`config.mk`:
```
export PLATFORM = sky130hd
export DESIGN_NAME = mpt_timer
export DESIGN_NICKNAME = d
export VERILOG_FILES = /design/src/mpt_pkg.sv /design/src/mpt_edge_if.sv /design/src/mpt_timer.sv /design/src/mpt_in_filter.sv
export SDC_FILE = /design/constraint.sdc
export NUM_CORES = 1
export LEC_CHECK = 0
export ABC_AREA = 0
export BUFFER_PORTS_ARGS = -buffer_cell sky130_fd_sc_hd__buf_2
export CAP_MARGIN = 20
export CORE_MARGIN = 1
export CORE_UTILIZATION = 40
export CTS_BUF_LIST = sky130_fd_sc_hd__clkbuf_8
export DETAILED_ROUTE_END_ITERATION = 12
export GPL_TIMING_DRIVEN = 0
export PLACE_DENSITY = 0.62
export SYNTH_ARGS = -nofsm -noshare
export SYNTH_HDL_FRONTEND = slang
export SYNTH_SLANG_ARGS = --single-unit
```
`constraint.sdc`:
```
create_clock -name CLOCK -period 5.3 [get_ports CLOCK]
set_input_delay 0.265 -clock CLOCK [delete_from_list [all_inputs] [get_ports CLOCK]]
set_output_delay 0.265 -clock CLOCK [all_outputs]
set_load 0.01 [all_outputs]
```
`src/mpt_pkg.sv`:
```
package mpt_pkg;

    // ****************************************
    // bus geometry
    // ****************************************
    localparam int AXI_ADDR_W = 8;
    localparam int AXI_DATA_W = 32;
    localparam logic [1:0] RESP_OKAY = 2'h0;
    localparam logic [1:0] RESP_SLVERR = 2'h2;

    // ****************************************
    // register offsets (byte addresses)
    // ****************************************
    localparam logic [AXI_ADDR_W-1:0] OFF_CTRL0 = 8'h00;
    localparam logic [AXI_ADDR_W-1:0] OFF_CTRL1 = 8'h04;
    localparam logic [AXI_ADDR_W-1:0] OFF_CNT_H = 8'h08;
    localparam logic [AXI_ADDR_W-1:0] OFF_CNT_L = 8'h0C;
    localparam logic [AXI_ADDR_W-1:0] OFF_PER_H = 8'h10;
    localparam logic [AXI_ADDR_W-1:0] OFF_PER_L = 8'h14;
    localparam logic [AXI_ADDR_W-1:0] OFF_CMP_H = 8'h18;
    localparam logic [AXI_ADDR_W-1:0] OFF_CMP_L = 8'h1C;
    localparam logic [AXI_ADDR_W-1:0] OFF_FLAGS = 8'h20;
    localparam logic [AXI_ADDR_W-1:0] OFF_PINSEL = 8'h24;
    localparam logic [AXI_ADDR_W-1:0] OFF_PULSE = 8'h28;

    // ****************************************
    // field positions
    // ****************************************
    localparam int CR0_PSC_LSB = 5;
    localparam int CR0_POL_BIT = 4;
    localparam int CR0_MEN_BIT = 3;
    localparam int CR0_EDGE_BIT = 2;
    localparam int CR0_MODE_LSB = 0;
    localparam int CR1_PEN_BIT = 4;
    localparam int CR1_OEN_BIT = 3;
    localparam int CR1_FILT_BIT = 2;
    localparam int CR1_RUN_BIT = 0;
    localparam int FLG_MATCH = 0;
    localparam int FLG_PERIOD = 1;
    localparam int FLG_OVF = 2;
    localparam int PSEL_SRC_BIT = 0;

    // ****************************************
    // mode codes, reset values, counts
    // ****************************************
    localparam logic [1:0] MODE_CAPTURE = 2'h0;
    localparam logic [1:0] MODE_OUTPUT = 2'h1;
    localparam logic [1:0] MODE_COUNTER = 2'h2;
    localparam logic [7:0] RST_CTRL = 8'h00;
    localparam logic [15:0] RST_WORD = 16'h0000;
    localparam logic [15:0] CNT_MAX = 16'hFFFF;
    localparam int FILTER_LEN = 4;
    localparam int PSC_W = 7;

endpackage

```
`src/mpt_edge_if.sv`:
```
`timescale 1ns/1ps
`default_nettype none

interface mpt_edge_if;
    logic raw;
    logic filt_on;
    logic level;
    logic rise;
    logic fall;

    modport filter (input raw, input filt_on, output level, output rise, output fall);
    modport user (output raw, output filt_on, input level, input rise, input fall);
endinterface

`default_nettype wire

```
`src/mpt_timer.sv`:
```
`timescale 1ns/1ps
`default_nettype none

module mpt_timer
(
    // clock and reset
    input wire logic CLOCK,
    input wire logic SYS_RST,
    // timer pins
    input wire logic INPUT_PIN_A,
    input wire logic INPUT_PIN_B,
    output var logic PWM_OUT,
    output var logic TIMER_IRQ,
    // axi4-lite write
    input wire logic [mpt_pkg::AXI_ADDR_W-1:0] S_AXI_AWADDR,
    input wire logic S_AXI_AWVALID,
    output logic S_AXI_AWREADY,
    input wire logic [mpt_pkg::AXI_DATA_W-1:0] S_AXI_WDATA,
    input wire logic [3:0] S_AXI_WSTRB,
    input wire logic S_AXI_WVALID,
    output logic S_AXI_WREADY,
    output var logic [1:0] S_AXI_BRESP,
    output var logic S_AXI_BVALID,
    input wire logic S_AXI_BREADY,
    // axi4-lite read
    input wire logic [mpt_pkg::AXI_ADDR_W-1:0] S_AXI_ARADDR,
    input wire logic S_AXI_ARVALID,
    output logic S_AXI_ARREADY,
    output var logic [mpt_pkg::AXI_DATA_W-1:0] S_AXI_RDATA,
    output var logic [1:0] S_AXI_RRESP,
    output var logic S_AXI_RVALID,
    input wire logic S_AXI_RREADY
);
    import mpt_pkg::*;

    // ****************************************
    // bus slave
    // ****************************************
    logic aw_got_q, w_got_q;
    logic [AXI_ADDR_W-1:0] aw_addr_q;
    logic [7:0] w_data_q;
    logic w_lane_q;
    logic wr_go, rd_go, wr_hit, rd_hit;
    logic [AXI_DATA_W-1:0] rd_mux;

    assign S_AXI_AWREADY = ~aw_got_q & ~S_AXI_BVALID;
    assign S_AXI_WREADY = ~w_got_q & ~S_AXI_BVALID;
    assign S_AXI_ARREADY = ~S_AXI_RVALID;
    assign wr_go = aw_got_q & w_got_q & ~S_AXI_BVALID;
    assign rd_go = S_AXI_ARVALID & S_AXI_ARREADY;

    always_ff @(posedge CLOCK)
    begin
        if (SYS_RST || wr_go)
        begin
            aw_got_q <= 1'b0;
            w_got_q <= 1'b0;
        end
        else
        begin
            if (S_AXI_AWVALID && S_AXI_AWREADY)
            begin
                aw_got_q <= 1'b1;
                aw_addr_q <= S_AXI_AWADDR;
            end
            if (S_AXI_WVALID && S_AXI_WREADY)
            begin
                w_got_q <= 1'b1;
                w_data_q <= S_AXI_WDATA[7:0];
                w_lane_q <= S_AXI_WSTRB[0];
            end
        end
    end

    always_comb
    begin
        unique case (aw_addr_q)
            OFF_CTRL0, OFF_CTRL1, OFF_CNT_H, OFF_CNT_L, OFF_PER_H, OFF_PER_L,
            OFF_CMP_H, OFF_CMP_L, OFF_FLAGS, OFF_PINSEL, OFF_PULSE: wr_hit = 1'b1;
            default: wr_hit = 1'b0;
        endcase
    end

    always_ff @(posedge CLOCK)
    begin
        if (SYS_RST)
        begin
            S_AXI_BVALID <= 1'b0;
            S_AXI_BRESP <= RESP_OKAY;
        end
        else if (wr_go)
        begin
            S_AXI_BVALID <= 1'b1;
            S_AXI_BRESP <= wr_hit ? RESP_OKAY : RESP_SLVERR;
        end
        else if (S_AXI_BREADY)
            S_AXI_BVALID <= 1'b0;
    end

    // one-cycle write strobes per register; lane 0 carries the byte
    logic wr_cr0, wr_cr1, wr_cnth, wr_cntl, wr_perh, wr_perl, wr_cmph, wr_cmpl, wr_flg, wr_psel;
    assign wr_cr0 = wr_go & w_lane_q & (aw_addr_q == OFF_CTRL0);
    assign wr_cr1 = wr_go & w_lane_q & (aw_addr_q == OFF_CTRL1);
    assign wr_cnth = wr_go & w_lane_q & (aw_addr_q == OFF_CNT_H);
    assign wr_cntl = wr_go & w_lane_q & (aw_addr_q == OFF_CNT_L);
    assign wr_perh = wr_go & w_lane_q & (aw_addr_q == OFF_PER_H);
    assign wr_perl = wr_go & w_lane_q & (aw_addr_q == OFF_PER_L);
    assign wr_cmph = wr_go & w_lane_q & (aw_addr_q == OFF_CMP_H);
    assign wr_cmpl = wr_go & w_lane_q & (aw_addr_q == OFF_CMP_L);
    assign wr_flg = wr_go & w_lane_q & (aw_addr_q == OFF_FLAGS);
    assign wr_psel = wr_go & w_lane_q & (aw_addr_q == OFF_PINSEL);

    // ****************************************
    // control registers
    // ****************************************
    logic [7:0] ctrl0_q, ctrl1_q;
    logic src_sel_q;

    always_ff @(posedge CLOCK)
    begin
        if (SYS_RST)
        begin
            ctrl0_q <= RST_CTRL;
            ctrl1_q <= RST_CTRL;
            src_sel_q <= 1'b0;
        end
        else
        begin
            if (wr_cr0)
                ctrl0_q <= w_data_q;
            if (wr_cr1)
                ctrl1_q <= w_data_q;
            if (wr_psel)
                src_sel_q <= w_data_q[PSEL_SRC_BIT];
        end
    end

    logic [2:0] psc;
    logic [1:0] mode;
    logic pol, edge_sel, run;
    logic is_out, is_cap, is_ctr;
    assign psc = ctrl0_q[CR0_PSC_LSB +: 3];
    assign pol = ctrl0_q[CR0_POL_BIT];
    assign edge_sel = ctrl0_q[CR0_EDGE_BIT];
    assign mode = ctrl0_q[CR0_MODE_LSB +: 2];
    assign run = ctrl1_q[CR1_RUN_BIT];
    assign is_cap = (mode == MODE_CAPTURE);
    assign is_out = (mode == MODE_OUTPUT);
    assign is_ctr = (mode == MODE_COUNTER);

    // ****************************************
    // prescaler and input path
    // ****************************************
    logic [PSC_W-1:0] div_q;
    logic [7:0] psc_span;
    logic tick;

    always_ff @(posedge CLOCK)
    begin
        if (SYS_RST)
            div_q <= '0;
        else
            div_q <= PSC_W'(div_q + 1'b1);
    end

    // no buffering on the select: a mid-count change may give one short period
    assign psc_span = (8'h01 << psc) - 8'h01;
    assign tick = (div_q & psc_span[PSC_W-1:0]) == psc_span[PSC_W-1:0];

    mpt_edge_if eif();
    assign eif.raw = src_sel_q ? INPUT_PIN_B : INPUT_PIN_A;
    assign eif.filt_on = ctrl1_q[CR1_FILT_BIT];

    mpt_in_filter u_filter
    (
        .clk(CLOCK),
        .rst(SYS_RST),
        .eif(eif)
    );

    // ****************************************
    // event decode
    // ****************************************
    logic [15:0] cnt_q, cnt_lat_q, pulse_q;
    logic [15:0] per_pre_q, per_sh_q, cmp_pre_q, cmp_sh_q;
    logic per_pend_q, cmp_pend_q, started_q;
    logic base_step, at_max, start_edge, end_edge, ctd_edge;
    logic o_per_hit, o_cmp_hit, cap_start, cap_width, cap_ovf;
    logic ic_edge, ic_first, ic_hit, ic_ovf;

    assign base_step = run & tick;
    assign at_max = (cnt_q == CNT_MAX);
    assign start_edge = edge_sel ? eif.fall : eif.rise;
    assign end_edge = edge_sel ? eif.rise : eif.fall;
    assign ctd_edge = edge_sel ? eif.rise : eif.fall;

    assign o_per_hit = is_out & base_step & (cnt_q == per_sh_q);
    assign o_cmp_hit = is_out & base_step & (cnt_q == cmp_sh_q);
    assign cap_start = is_cap & run & start_edge;
    assign cap_width = is_cap & run & end_edge & started_q;
    assign cap_ovf = is_cap & base_step & at_max & ~cap_start;
    assign ic_edge = is_ctr & run & ctd_edge;
    assign ic_first = ic_edge & ~started_q;
    assign ic_hit = ic_edge & (16'(pulse_q + 16'h0001) == cmp_sh_q);
    assign ic_ovf = is_ctr & base_step & at_max & ~ic_first & ~ic_hit;

    // ****************************************
    // base count, pulse count
    // ****************************************
    always_ff @(posedge CLOCK)
    begin
        if (SYS_RST)
            cnt_q <= RST_WORD;
        else if (wr_cnth)
            cnt_q[15:8] <= w_data_q;
        else if (wr_cntl)
            cnt_q[7:0] <= w_data_q;
        else if (o_per_hit || cap_start || ic_first || ic_hit || cap_ovf || ic_ovf)
            cnt_q <= RST_WORD;
        else if (base_step)
            cnt_q <= 16'(cnt_q + 16'h0001);
    end

    always_ff @(posedge CLOCK)
    begin
        if (SYS_RST || !run)
            started_q <= 1'b0;
        else if (cap_start || ic_first)
            started_q <= 1'b1;
    end

    always_ff @(posedge CLOCK)
    begin
        if (SYS_RST || !run)
            pulse_q <= RST_WORD;
        else if (ic_hit)
            pulse_q <= RST_WORD;
        else if (ic_edge)
            pulse_q <= 16'(pulse_q + 16'h0001);
    end

    // ****************************************
    // period and compare
    // ****************************************
    logic per_xfer, cmp_xfer;
    assign per_xfer = is_out & (o_per_hit | ~run) & ~per_pend_q;
    assign cmp_xfer = ((is_out & (o_per_hit | ~run)) | (is_ctr & (ic_hit | ic_ovf | ~run))) & ~cmp_pend_q;

    always_ff @(posedge CLOCK)
    begin
        if (SYS_RST)
        begin
            per_pre_q <= RST_WORD;
            per_sh_q <= RST_WORD;
            per_pend_q <= 1'b0;
        end
        else
        begin
            if (wr_perh)
                per_pend_q <= 1'b1;
            else if (wr_perl)
                per_pend_q <= 1'b0;
            if ((is_cap && run && started_q && cap_start) || ic_hit)
            begin
                per_pre_q <= cnt_q;
                per_sh_q <= cnt_q;
            end
            else if (cap_ovf)
            begin
                per_pre_q <= CNT_MAX;
                per_sh_q <= CNT_MAX;
            end
            else
            begin
                if (wr_perh)
                    per_pre_q[15:8] <= w_data_q;
                if (wr_perl)
                    per_pre_q[7:0] <= w_data_q;
                if (per_xfer)
                    per_sh_q <= per_pre_q;
            end
        end
    end

    always_ff @(posedge CLOCK)
    begin
        if (SYS_RST)
        begin
            cmp_pre_q <= RST_WORD;
            cmp_sh_q <= RST_WORD;
            cmp_pend_q <= 1'b0;
        end
        else
        begin
            if (wr_cmph)
                cmp_pend_q <= 1'b1;
            else if (wr_cmpl)
                cmp_pend_q <= 1'b0;
            if (cap_width)
            begin
                cmp_pre_q <= cnt_q;
                cmp_sh_q <= cnt_q;
            end
            else if (cap_ovf)
            begin
                cmp_pre_q <= {16{eif.level ^ pol}};
                cmp_sh_q <= {16{eif.level ^ pol}};
            end
            else
            begin
                if (wr_cmph)
                    cmp_pre_q[15:8] <= w_data_q;
                if (wr_cmpl)
                    cmp_pre_q[7:0] <= w_data_q;
                if (cmp_xfer)
                    cmp_sh_q <= cmp_pre_q;
            end
        end
    end

    // ****************************************
    // flags, interrupt, output pin
    // ****************************************
    logic [2:0] flags_q, flag_set, flag_en;
    assign flag_set = {o_per_hit | cap_ovf | ic_ovf, (is_cap & run & started_q & cap_start) | ic_hit,
                       o_cmp_hit | cap_width};
    assign flag_en = {ctrl1_q[CR1_OEN_BIT], ctrl1_q[CR1_PEN_BIT], ctrl0_q[CR0_MEN_BIT]};

    // a new event in the clearing cycle survives
    always_ff @(posedge CLOCK)
    begin
        if (SYS_RST)
            flags_q <= 3'h0;
        else
            flags_q <= (flags_q & ~(wr_flg ? w_data_q[2:0] : 3'h0)) | flag_set;
    end

    always_ff @(posedge CLOCK)
    begin
        if (SYS_RST)
            TIMER_IRQ <= 1'b0;
        else
            TIMER_IRQ <= |(flags_q & flag_en);
    end

    always_ff @(posedge CLOCK)
    begin
        if (SYS_RST)
            PWM_OUT <= 1'b0;
        else if (!is_out || cmp_sh_q > per_sh_q)
            PWM_OUT <= pol;
        else
            PWM_OUT <= (cnt_q >= cmp_sh_q) ^ pol;
    end

    // ****************************************
    // read path
    // ****************************************
    always_comb
    begin
        rd_mux = '0;
        rd_hit = 1'b1;
        unique case (S_AXI_ARADDR)
            OFF_CTRL0: rd_mux[7:0] = ctrl0_q;
            OFF_CTRL1: rd_mux[7:0] = ctrl1_q;
            OFF_CNT_H: rd_mux[7:0] = cnt_q[15:8];
            OFF_CNT_L: rd_mux[7:0] = cnt_lat_q[7:0];
            OFF_PER_H: rd_mux[7:0] = per_pre_q[15:8];
            OFF_PER_L: rd_mux[7:0] = per_pre_q[7:0];
            OFF_CMP_H: rd_mux[7:0] = cmp_pre_q[15:8];
            OFF_CMP_L: rd_mux[7:0] = cmp_pre_q[7:0];
            OFF_FLAGS: rd_mux[2:0] = flags_q;
            OFF_PINSEL: rd_mux[PSEL_SRC_BIT] = src_sel_q;
            OFF_PULSE: rd_mux[15:0] = pulse_q;
            default: rd_hit = 1'b0;
        endcase
    end

    always_ff @(posedge CLOCK)
    begin
        if (SYS_RST)
            cnt_lat_q <= RST_WORD;
        else if (rd_go && S_AXI_ARADDR == OFF_CNT_H)
            cnt_lat_q <= cnt_q;
    end

    always_ff @(posedge CLOCK)
    begin
        if (SYS_RST)
        begin
            S_AXI_RVALID <= 1'b0;
            S_AXI_RDATA <= '0;
            S_AXI_RRESP <= RESP_OKAY;
        end
        else if (rd_go)
        begin
            S_AXI_RVALID <= 1'b1;
            S_AXI_RDATA <= rd_mux;
            S_AXI_RRESP <= rd_hit ? RESP_OKAY : RESP_SLVERR;
        end
        else if (S_AXI_RREADY)
            S_AXI_RVALID <= 1'b0;
    end
endmodule

`default_nettype wire

```
`src/mpt_in_filter.sv`:
```
`timescale 1ns/1ps
`default_nettype none

module mpt_in_filter
#(
    parameter int LEN = mpt_pkg::FILTER_LEN
)
(
    // clock and reset
    input wire logic clk,
    input wire logic rst,
    // filtered input and edges
    mpt_edge_if.filter eif
);
    import mpt_pkg::*;

    logic [LEN-2:0] hist_q;
    logic level_q;
    logic prev_q;

    always_ff @(posedge clk)
    begin
        if (rst)
            hist_q <= '0;
        else
            hist_q <= {hist_q[LEN-3:0], eif.raw};
    end

    // level moves only after LEN equal samples, so shorter pulses vanish
    always_ff @(posedge clk)
    begin
        if (rst)
            level_q <= 1'b0;
        else if (!eif.filt_on)
            level_q <= eif.raw;
        else if (&{hist_q, eif.raw})
            level_q <= 1'b1;
        else if (~|{hist_q, eif.raw})
            level_q <= 1'b0;
    end

    always_ff @(posedge clk)
    begin
        if (rst)
            prev_q <= 1'b0;
        else
            prev_q <= level_q;
    end

    assign eif.level = level_q;
    assign eif.rise = level_q & ~prev_q;
    assign eif.fall = ~level_q & prev_q;
endmodule

`default_nettype wire

```
==> reports/qor.csv, run 1 <==
metric;value;unit
clk_skew;0.0310;ns
clock slew at reported path FFs;0.11;ns
outcome;finished clean;
H-Tree Depth;4;
Antenna diodes;0;
XOR/XNOR Fraction of Synth Area;4.52;%
routed wire length;34.9;mm
Seq cells post-synth;180;
count leader, synth;dfxtp_1;
post_cts resized;0;
Compound-Gate Fraction of Synth Area;25.3;%
met3 Use GR;3.90;%
initial DRC count;1359;
root buf cell;clkbuf_8;
Total GRT Usage;26.9;%
pwr dens;220;mW/mm^2
Filler Cell Count;2474;
post-synthesis sequential area ratio;37.4;%
Worst setup endpoint;per_sh_q[11];
Critical Path RT;5.71;ns
multi-input logic area;0.00568;sq mm
Ys Warns;0;
Worst R2R End;per_sh_q[11];
post-synthesis simple-gate area fraction;19.0;%
Cell Area, Synth;0.0101;sq mm
GPL Wtd Cong;0.948;
Core Region;0.0245;sq mm
Arr. time, crit path;4.75;ns
gr busiest metal;met2;
Longest Clk Path Bufs;2;
Yosys top cell by area;dfxtp_1;
PortBufs;57;
r2r setup slk;0.96;ns
ys flop type;dfxtp_1;
fin nets;1422;
via count;9863;
highest fanout seen on the critical path;10;
drc violations;0;
Hold Startpoint;S_AXI_WVALID;
Yosys cell types;69;
area grow syn2layout;13.4;%
drt via density;5.93;
max cap viols;0;
drt pass-1 iters;6;
measured slew at the worst slew-check pin;1.09;ns
Starting Density;41.1;%
CTS tree;built;
ANT nets after route;0;
dpl ws;1.16;ns
synthesized instance count;1213;
Final setup viols;0;
leakage power;4.25;nW
row cnt;57;
VDD IR max;0.000164;V
clk sinks;180;
DPL Wire Length;26.1;mm
placed cells;1612;
Final Cycle Share;81.8;%
relative slew slack;27.0;%
final slew viol count;0;
post-synthesis mux area share;2.30;%
startpoint type of the worst setup path;flop;
worst hold margin;0.0410;ns
largest net degree at the start of global routing;21;
layout cells sized above 1;11.2;%
global route overflow;0;
vias in the first global route;8896;
crit path launch;cnt_q[3];
Die Ht;161;um
worst r2r path cells;10;
wire per inst;21.0;um
Fin Setup TNS;0;ns
area fraction of the dominant cell type after synthesis;32.4;%
final count of hold timing violations;0;
largest family of logic cells by synthesized area;compound AO/OA/AOI/OAI gates;
Crit Path Class;reg -> reg;
TritonCTS Buffers;17;
crit end category;flop;
worst skew pair latency;0.50;ns
first-pass GRT wire length;52.6;mm
async set-reset flop share out of synthesis;0;%
EDFF count, synth;17;
RSZ-0062 raised after global routing;false;
initial antenna violation count;0;
list of most frequent post-synthesis cells;dfxtp_1 (163), a21oi_1 (135), nor2_1 (111), nand2_1 (85), clkbuf_1 (65);
# IOs;104;
top cells by area, synth;dfxtp_1 (32%), a21oi_1 (6.7%), edfxtp_1 (5.1%), ha_1 (4.5%), nor2_1 (4.1%);
register area;0.00377;sq mm
syn_area_per_cell;8.31;sq um
worst r2r src;cnt_q[3];
GR Layer Usage met2;42.3;%
Final min period;4.34;ns
met1 Use GR;36.1;%
Die X-Extent;161;um
Tightest Hold Check Type;in -> reg;
die area;0.0258;sq mm
PnR worst setup slack;0.963;ns
Synth Area in Adders;4.57;%
f_max;231;MHz
final non-filler cell total;1662;
-- what timing repair did --
item                                    4_1_cts  5_1_grt
hold buffers                                 18        0
endpoints found under the setup margin        0        0
endpoints found under the hold margin        18        0
buffers inserted                              0        0
-- how the worst min path moves through the flow --
| stage | endpoint | slack [ns] | cells after the start |
|---|---|---|---|
| finish | w_got_q | 0.04 | 3 |
| global route | aw_got_q | 0.05 | 3 |
| CTS | aw_got_q | 0.03 | 3 |
| detailed placement | S_AXI_RDATA[11] | 0.44 | 2 |
| global placement | S_AXI_RDATA[14] | 0.44 | 2 |
| floorplan | aw_addr_q[0] | 0.36 | 0 |
-- cell usage in the layout, fill, tap and decap left out, types with 22 or more instances in the layout --
cell type and count:
clkbuf_1 65, nor2_1 111, buf_2 65, xor2_1 29, dfxtp_1 163, inv_1 52
ha_1 36, o21ai_0 28, nand2_1 85, a211oi_1 26, mux2i_1 22, nand3_1 59
a21oi_1 135, xnor2_1 23
-- critical path, stage by stage (launching register included) --
cell	delay, ns
dfxtp_1	0.36
clkbuf_1	0.57
nand3_1	0.43
nor4_1	0.90
nand3_1	0.25
nor3_1	0.23
clkbuf_1	0.37
clkbuf_1	0.44
nor2_1	0.21
clkbuf_1	0.31
a21oi_1	0.19
-- final cells by class --
class,instances,area share [%]
multi-input cells,895,49.7
flip-flops and latches,180,33.0
plain buffers,102,4.30
repair buffers,76,4.11
well taps,324,3.54
clock buffers,17,2.05
inverters,53,1.74
clock inverters,15,1.59
-- flip-flops by register name (all words and copies together), names as in the netlist, 3 cells and up --
| register | flops |
|---|---|
| w_data_q | 8 |
| per_sh_q | 16 |
| div_q | 7 |
| u_filter.hist_q | 3 |
| cmp_sh_q | 16 |
| pulse_q | 16 |
| cmp_pre_q | 16 |
| per_pre_q | 16 |
| cnt_lat_q | 8 |
| aw_addr_q | 8 |
| flags_q | 3 |
| cnt_q | 16 |
| ctrl1_q | 8 |
| S_AXI_RDATA | 16 |
| ctrl0_q | 8 |
-- power by group --
part           switching, W  total (W)  leakage [nW]  internal, W
Sequential        0.0000140    0.00140          1.47      0.00139
Clock              0.000612   0.000973         0.205     0.000362
Combinational     0.0000870   0.000139          2.57    0.0000517
-- through the flow --
stage | util (%) | total power (W) | area [sq um]
5_1_grt | 46.6 | 0.00259 | 11400
6_report | 46.6 | 0.00251 | 11400
4_1_cts | 46.6 | 0.00251 | 11400
2_1_floorplan | - | 0.00150 | 10100
3_3_place_gp | 44.2 | 0.00156 | 10800
3_5_place_dp | 44.2 | 0.00156 | 10800
-- cells by family (layout without fill, tap and decap cells) --
logic type / Yosys count / count (layout)
other cells: 1 / 18
compound gates: 377 / 377
fa+ha+maj: 37 / 37
buf+inv: 155 / 263
mux: 23 / 23
flops: 180 / 180
simple gates: 388 / 388
xor+xnor: 52 / 52
-- layer usage --
metal	part of all wire, %	wire (um)
met4	5.4	1900
met5	0	0
met2	44	15300
met1	43	15000
met3	8.0	2800
Note: power is estimated with default switching activity, not from simulation.
==> run 2: changes to the inputs <==
Settings changed: ABC_AREA 0 to 1.
Clock period 5.3 ns to 4.4 ns, I/O delays scaled along.
==> run 2 against run 1 <==
- sequential share of layout area decreased by 1.2 points
- sequential power increased by 21%
- non-clock buffer count decreased by 30
- register-to-register slack got worse by 0.06 ns
- cell count increased by 21%
- first-iteration DRC count decreased by 26%
- flip-flop and latch count unchanged
- hold slack got worse by 0.019 ns
- critical path depth increased by 4
- global-route usage increased by 2.4 points
- largest power group unchanged
==> reports/qor.csv, run 2 <==
metric;value;unit
pwr dens;268;mW/mm^2
via count;10978;
post-CTS setup buffers;0;
initial antenna violation count;0;
Seq cells post-synth;180;
PortBufs;57;
Arr. time, crit path;3.88;ns
list of most frequent post-synthesis cells;nand2_1 (348), nor2_1 (208), inv_1 (173), dfxtp_1 (163), o21ai_0 (144);
GPL Wtd Cong;0.985;
drc violations;0;
PnR worst setup slack;0.899;ns
Die Ht;164;um
Final setup viols;0;
clk sinks;180;
dpl ws;1.10;ns
post-synthesis sequential area ratio;36.1;%
most frequent cells in the layout;nand2_1 (348), nor2_1 (208), inv_1 (173);
area fraction of the dominant cell type after synthesis;31.2;%
Ys Warns;0;
leakage power;5.06;nW
crit end category;flop;
EDFF count, synth;17;
H-Tree Depth;4;
Final Cycle Share;79.6;%
relative slew slack;39.8;%
async set-reset flop share out of synthesis;0;%
highest fanout seen on the critical path;10;
vias in the first global route;9818;
Hold Startpoint;S_AXI_BREADY;
Yosys cell types;49;
clk_skew;0.0259;ns
final slew viol count;0;
VDD IR max;0.000198;V
CTS tree;built;
routed wire length;38.6;mm
Final min period;3.50;ns
count leader, synth;nand2_1;
Core Region;0.0254;sq mm
synthesized instance count;1560;
top cells by area, synth;dfxtp_1 (31%), nand2_1 (12%), nor2_1 (7.5%), o21ai_0 (6.9%), inv_1 (6.2%);
Filler Cell Count;2706;
Tightest Hold Check Type;in -> reg;
syn_area_per_cell;6.70;sq um
max cap viols;0;
final core occ;46.7;%
clock slew at reported path FFs;0.12;ns
commonest non-fill, non-tap cell in the layout;nand2_1;
wire per inst;19.2;um
ANT nets after route;0;
Die X-Extent;164;um
startpoint type of the worst setup path;flop;
Antenna diodes;0;
Starting Density;41.2;%
initial DRC count;1000;
ys flop type;dfxtp_1;
worst r2r src;cnt_q[5];
worst skew pair latency;0.50;ns
area grow syn2layout;13.5;%
TritonCTS Buffers;17;
RSZ-0062 raised after global routing;false;
row cnt;58;
layout cells sized above 1;10.1;%
Yosys top cell by area;dfxtp_1;
Total GRT Usage;29.3;%
largest net degree at the start of global routing;22;
final count of hold timing violations;0;
outcome;finished clean;
crit path launch;cnt_q[5];
measured slew at the worst slew-check pin;0.895;ns
Longest Clk Path Bufs;2;
Critical Path RT;4.78;ns
Fin Setup TNS;0;ns
# IOs;104;
fin nets;1769;
root buf cell;clkbuf_8;
global route overflow;0;
first-pass GRT wire length;58.0;mm
f_max;286;MHz
drt via density;5.45;
DPL Wire Length;30.0;mm
die area;0.0268;sq mm
Cell Area, Synth;0.0105;sq mm
drt pass-1 iters;6;
Crit Path Class;reg -> reg;
==> run 2: cell count changes in the layout (fill, tap and decap cells not counted), moves of 18 or more <==
cell / change
o21ai_0: +116
o31ai_1: -19
nor2_1: +97
nand3_1: +27
mux2i_1: -21
o21a_1: -18
clkbuf_1: -36
xor2_1: -22
inv_1: +121
a211oi_1: -23
xnor2_1: -22
nand2_1: +263
a22oi_1: -20
==> run 2: cell type report <==
class                      count  area [sq um]  share of cell area (%)
timing repair buffer          76           475                    4.01
clock inverter                15           228                    1.92
multi-input combinational   1137          5640                    47.5
buffer                        72           399                    3.36
inverter                     188           706                    5.95
tap                          330           413                    3.48
sequential                   180          3770                    31.8
clock buffer                  17           234                    1.97
==> run 2: logic make-up after synthesis <==
| group | after synthesis | share of synthesized area (%) |
|---|---|---|
| AND/OR/NAND/NOR | 722 | 29.6 |
| flip-flops | 180 | 36.1 |
| buffers and inverters | 260 | 10.6 |
| adder cells (fa/ha/maj) | 36 | 4.31 |
| AO/OA/AOI/OAI | 352 | 18.6 |
| other | 1 | 0.0359 |
| XOR/XNOR | 8 | 0.670 |
| multiplexers | 1 | 0.0958 |
==> run 2: metrics by stage <==
stage / total power, W / hold slack (ns) / std cells / area, sq um
3_5_place_dp: 0.00190 / 0.398 / 1964 / 11200
5_1_grt: 0.00328 / 0.0314 / 2015 / 11900
2_1_floorplan: 0.00183 / 0.319 / 1577 / 10500
4_1_cts: 0.00319 / 0.0211 / 2015 / 11900
6_report: 0.00318 / 0.0221 / 2015 / 11900
3_3_place_gp: 0.00190 / 0.396 / 1964 / 11200
==> run 2: worst paths after layout <==
kind / end / slack (ns) / depth (start not counted)
worst min-delay path: S_AXI_BVALID / 0.02 / 4
worst min register to register: u_filter.hist_q[2] / 0.47 / 2
worst max-delay path: cmp_sh_q[14] / 0.90 / 14
worst max register to register: cmp_sh_q[14] / 0.90 / 14
==> run 2: where the power goes <==
part	internal, W	switching [W]	leakage (nW)
sequential	0.00168	0.0000219	1.47
clock	0.000511	0.000793	0.226
combinational	0.0000650	0.000112	3.36
total	0.00226	0.000927	5.06
==> run 2: critical path: stages, from the launching register on <==
cell and delay, ns:
dfxtp_1 0.66, inv_1 0.29, nor2_2 0.34, nand2_1 0.17
nor2_4 0.14, nand2_1 0.09, nor2_2 0.30, nand3_2 0.26
o21ai_1 0.19, inv_1 0.16, clkbuf_1 0.24, a21oi_1 0.28
nand2_1 0.14, nand2_1 0.09, nor2_1 0.04
==> run 2: repair_timing <==
action                     4_1_cts  5_1_grt
resized for setup                0        0
hold buffers                    19        0
setup endpoints to repair        0        0
hold endpoints to repair        19        0
==> run 2: layer usage <==
layer / share of wire (%) / routed length (um) / global-route usage, % / vias up
li1: - / - / - / 5363
met1: 43 / 16500 / 37.9 / 5097
met2: 46 / 17600 / 48.0 / 429
met3: 7.0 / 2710 / 4.85 / 89
met4: 4.5 / 1750 / 12.8 / 0
met5: 0 / 0 / 0 / -
==> run 3: changes to the inputs <==
Settings changed: ABC_AREA 1 to 0, PLACE_DENSITY 0.62 to 0.64.
Clock period 4.4 ns to 3 ns, I/O delays scaled along.
==> run 3 against run 2 <==
- the run now ends with negative setup slack left
- register-to-register slack lost 0.94 ns
- maximum frequency up 15%
- highest routed layer unchanged
- flip-flop and latch count unchanged
- setup slack lost 0.94 ns
- count of clock-buffer cells in the layout did not move
- combinational power rose by 46%
- sequential share of layout area decreased by 0.61 points
- global-route usage down 1.4 points
- clock skew up 0.0038 ns
- sequential power increased by 45%
- hold slack better by 0.058 ns
==> reports/qor.csv, run 3 (synthesized netlist as in run 1, its figures left out) <==
metric;value;unit
outcome;complete, but fails checks;
failing checks;negative setup slack;
leakage power;4.67;nW
DP Area;0.0108;sq mm
r2r setup slk;-0.05;ns
commonest non-fill, non-tap cell in the layout;dfxtp_1;
drt pass-1 iters;8;
Starting Density;41.1;%
delay-heaviest family, CP;simple AND/OR/NAND/NOR gates;
initial DRC count;1302;
H-Tree Depth;4;
Die Ht;161;um
crit path launch;pulse_q[0];
largest net degree at the start of global routing;20;
Filler Cell Count;2422;
most frequent cells in the layout;dfxtp_1 (148), a21oi_1 (133), nor2_1 (106);
vias in the first global route;9314;
relative slew slack;39.9;%
Final min period;3.05;ns
PortBufs;57;
fin nets;1460;
DPL Wire Length;26.4;mm
row cnt;57;
drt via density;5.94;
CTS tree;built;
Tightest Hold Check Type;in -> reg;
ANT nets after route;0;
CP bufs+invs;2;
placed cells;1612;
global route overflow;0;
Logic pwr share;5.9;%
worst r2r src;pulse_q[0];
Int Pwr;0.00317;W
Critical Path RT;3.37;ns
VDD IR max;0.000269;V
first-pass GRT wire length;54.9;mm
RSZ-0062 raised after global routing;true;
worst r2r path cells;10;
WHS Endpoint;u_filter.eif.level;
Pwr Total;0.00440;W
switching part of the total;28.0;%
final non-filler cell total;1700;
initial antenna violation count;0;
GPL Wtd Cong;0.969;
final count of hold timing violations;0;
Final setup viols;10;
f_max;328;MHz
layout cells sized above 1;19.8;%
CP peak stage delay;0.56;ns
area grow syn2layout;21.1;%
clock slew at reported path FFs;0.11;ns
die area;0.0258;sq mm
Longest Clk Path Bufs;2;
CP dominant cell by count;nand4_4;
Die X-Extent;161;um
drc violations;0;
clk_skew;0.0297;ns
startpoint type of the worst setup path;flop;
clk sinks;180;
root buf cell;clkbuf_8;
part of the power in registers;56.1;%
wire per inst;21.7;um
Arr. time, crit path;3.41;ns
pwr dens;360;mW/mm^2
Worst R2R End;cmp_sh_q[5];
number of cells on the worst hold path;3;
worst skew pair latency;0.49;ns
Total GRT Usage;27.9;%
measured slew at the worst slew-check pin;0.902;ns
Antenna diodes;0;
Final Cycle Share;102;%
Critical-path top delay cell;or4_4;
Final Cell Area;0.0122;sq mm
final core occ;49.8;%
TritonCTS Buffers;17;
Crit Path Class;reg -> reg;
via count;10105;
final slew viol count;0;
P_sw;0.00123;W
clock share of power;38.0;%
Core Region;0.0245;sq mm
routed wire length;36.9;mm
# IOs;104;
crit end category;flop;
Hold Startpoint;INPUT_PIN_B;
critical path cell sequence;nand4_4 -> or3_4 -> or4_4 -> a2bb2oi_4 -> nand4_4 -> a2111oi_4 -> or2_1 -> buf_6 -> clkbuf_16 -> a21oi_4;
highest fanout seen on the critical path;7;
max cap viols;0;
PnR worst setup slack;-0.0452;ns
## run 3: cell types whose count changed in the layout (fill, tap and decap cells not counted), sizes merged, moves of 24 or more
cell    delta
buf       +39
nand3     -28
clkbuf    +24
o21ai    -125
inv      -131
nand2    -272
nor2     -112
## run 3: worst max path at each step
stage,slack [ns],end,depth (start not counted)
3_5_place_dp,-1.06,per_sh_q[9],10
4_1_cts,0.006,cmp_sh_q[15],11
3_3_place_gp,-1.03,per_sh_q[2],10
5_1_grt,-0.08,cmp_sh_q[5],11
2_1_floorplan,0.13,cmp_sh_q[6],11
6_report,-0.05,cmp_sh_q[5],10
## run 3: cell type report
cell class	instances	area, sq um	share of cell area, %
clock inverters	15	165	1.35
inverters	53	199	1.63
plain buffers	93	534	4.37
repair buffers	123	868	7.11
flip-flops and latches	180	3810	31.2
well taps	324	405	3.32
multi-input cells	895	6000	49.1
clock buffers	17	234	1.92
## run 3: power by group through the flow
stage                     combinational [W]  sequential (W)  clock [W]
after detailed placement           0.000223         0.00253          0
after global routing               0.000277         0.00247    0.00178
after floorplan                    0.000135         0.00252          0
final                              0.000258         0.00247    0.00167
after CTS                          0.000249         0.00247    0.00170
after global placement             0.000222         0.00253          0
## run 3: worst min-delay path, delay by kind of cell
kind	cells	cell delay (ns)
compound gates	1	0.20
mux	1	0.09
buf+inv	1	0.08
## run 3: metrics by stage
step / worst slack, ns / TNS (ns) / hold slack, ns
after floorplan: 0.126 / 0 / 0.249
after global placement: -1.03 / -66.94 / 0.327
after detailed placement: -1.06 / -68.79 / 0.328
after CTS: 0.00639 / 0 / 0.0761
after global routing: -0.0772 / -0.778 / 0.120
final: -0.0452 / -0.208 / 0.0801
## run 3: repair_timing
action	CTS	global route
setup buffers	12	28
endpoints found under the setup margin	98	88
hold endpoints to repair	22	0
hold buffers	24	0
gates resized for setup	80	67
pin swaps	11	26
cloned	0	1
## run 3: layer usage
metal | GRT usage [%] | share of wire, %
met1 | 36.3 | 42
met4 | 13.9 | 4.8
met5 | 0 | 0
met3 | 4.86 | 8.5
met2 | 44.6 | 45
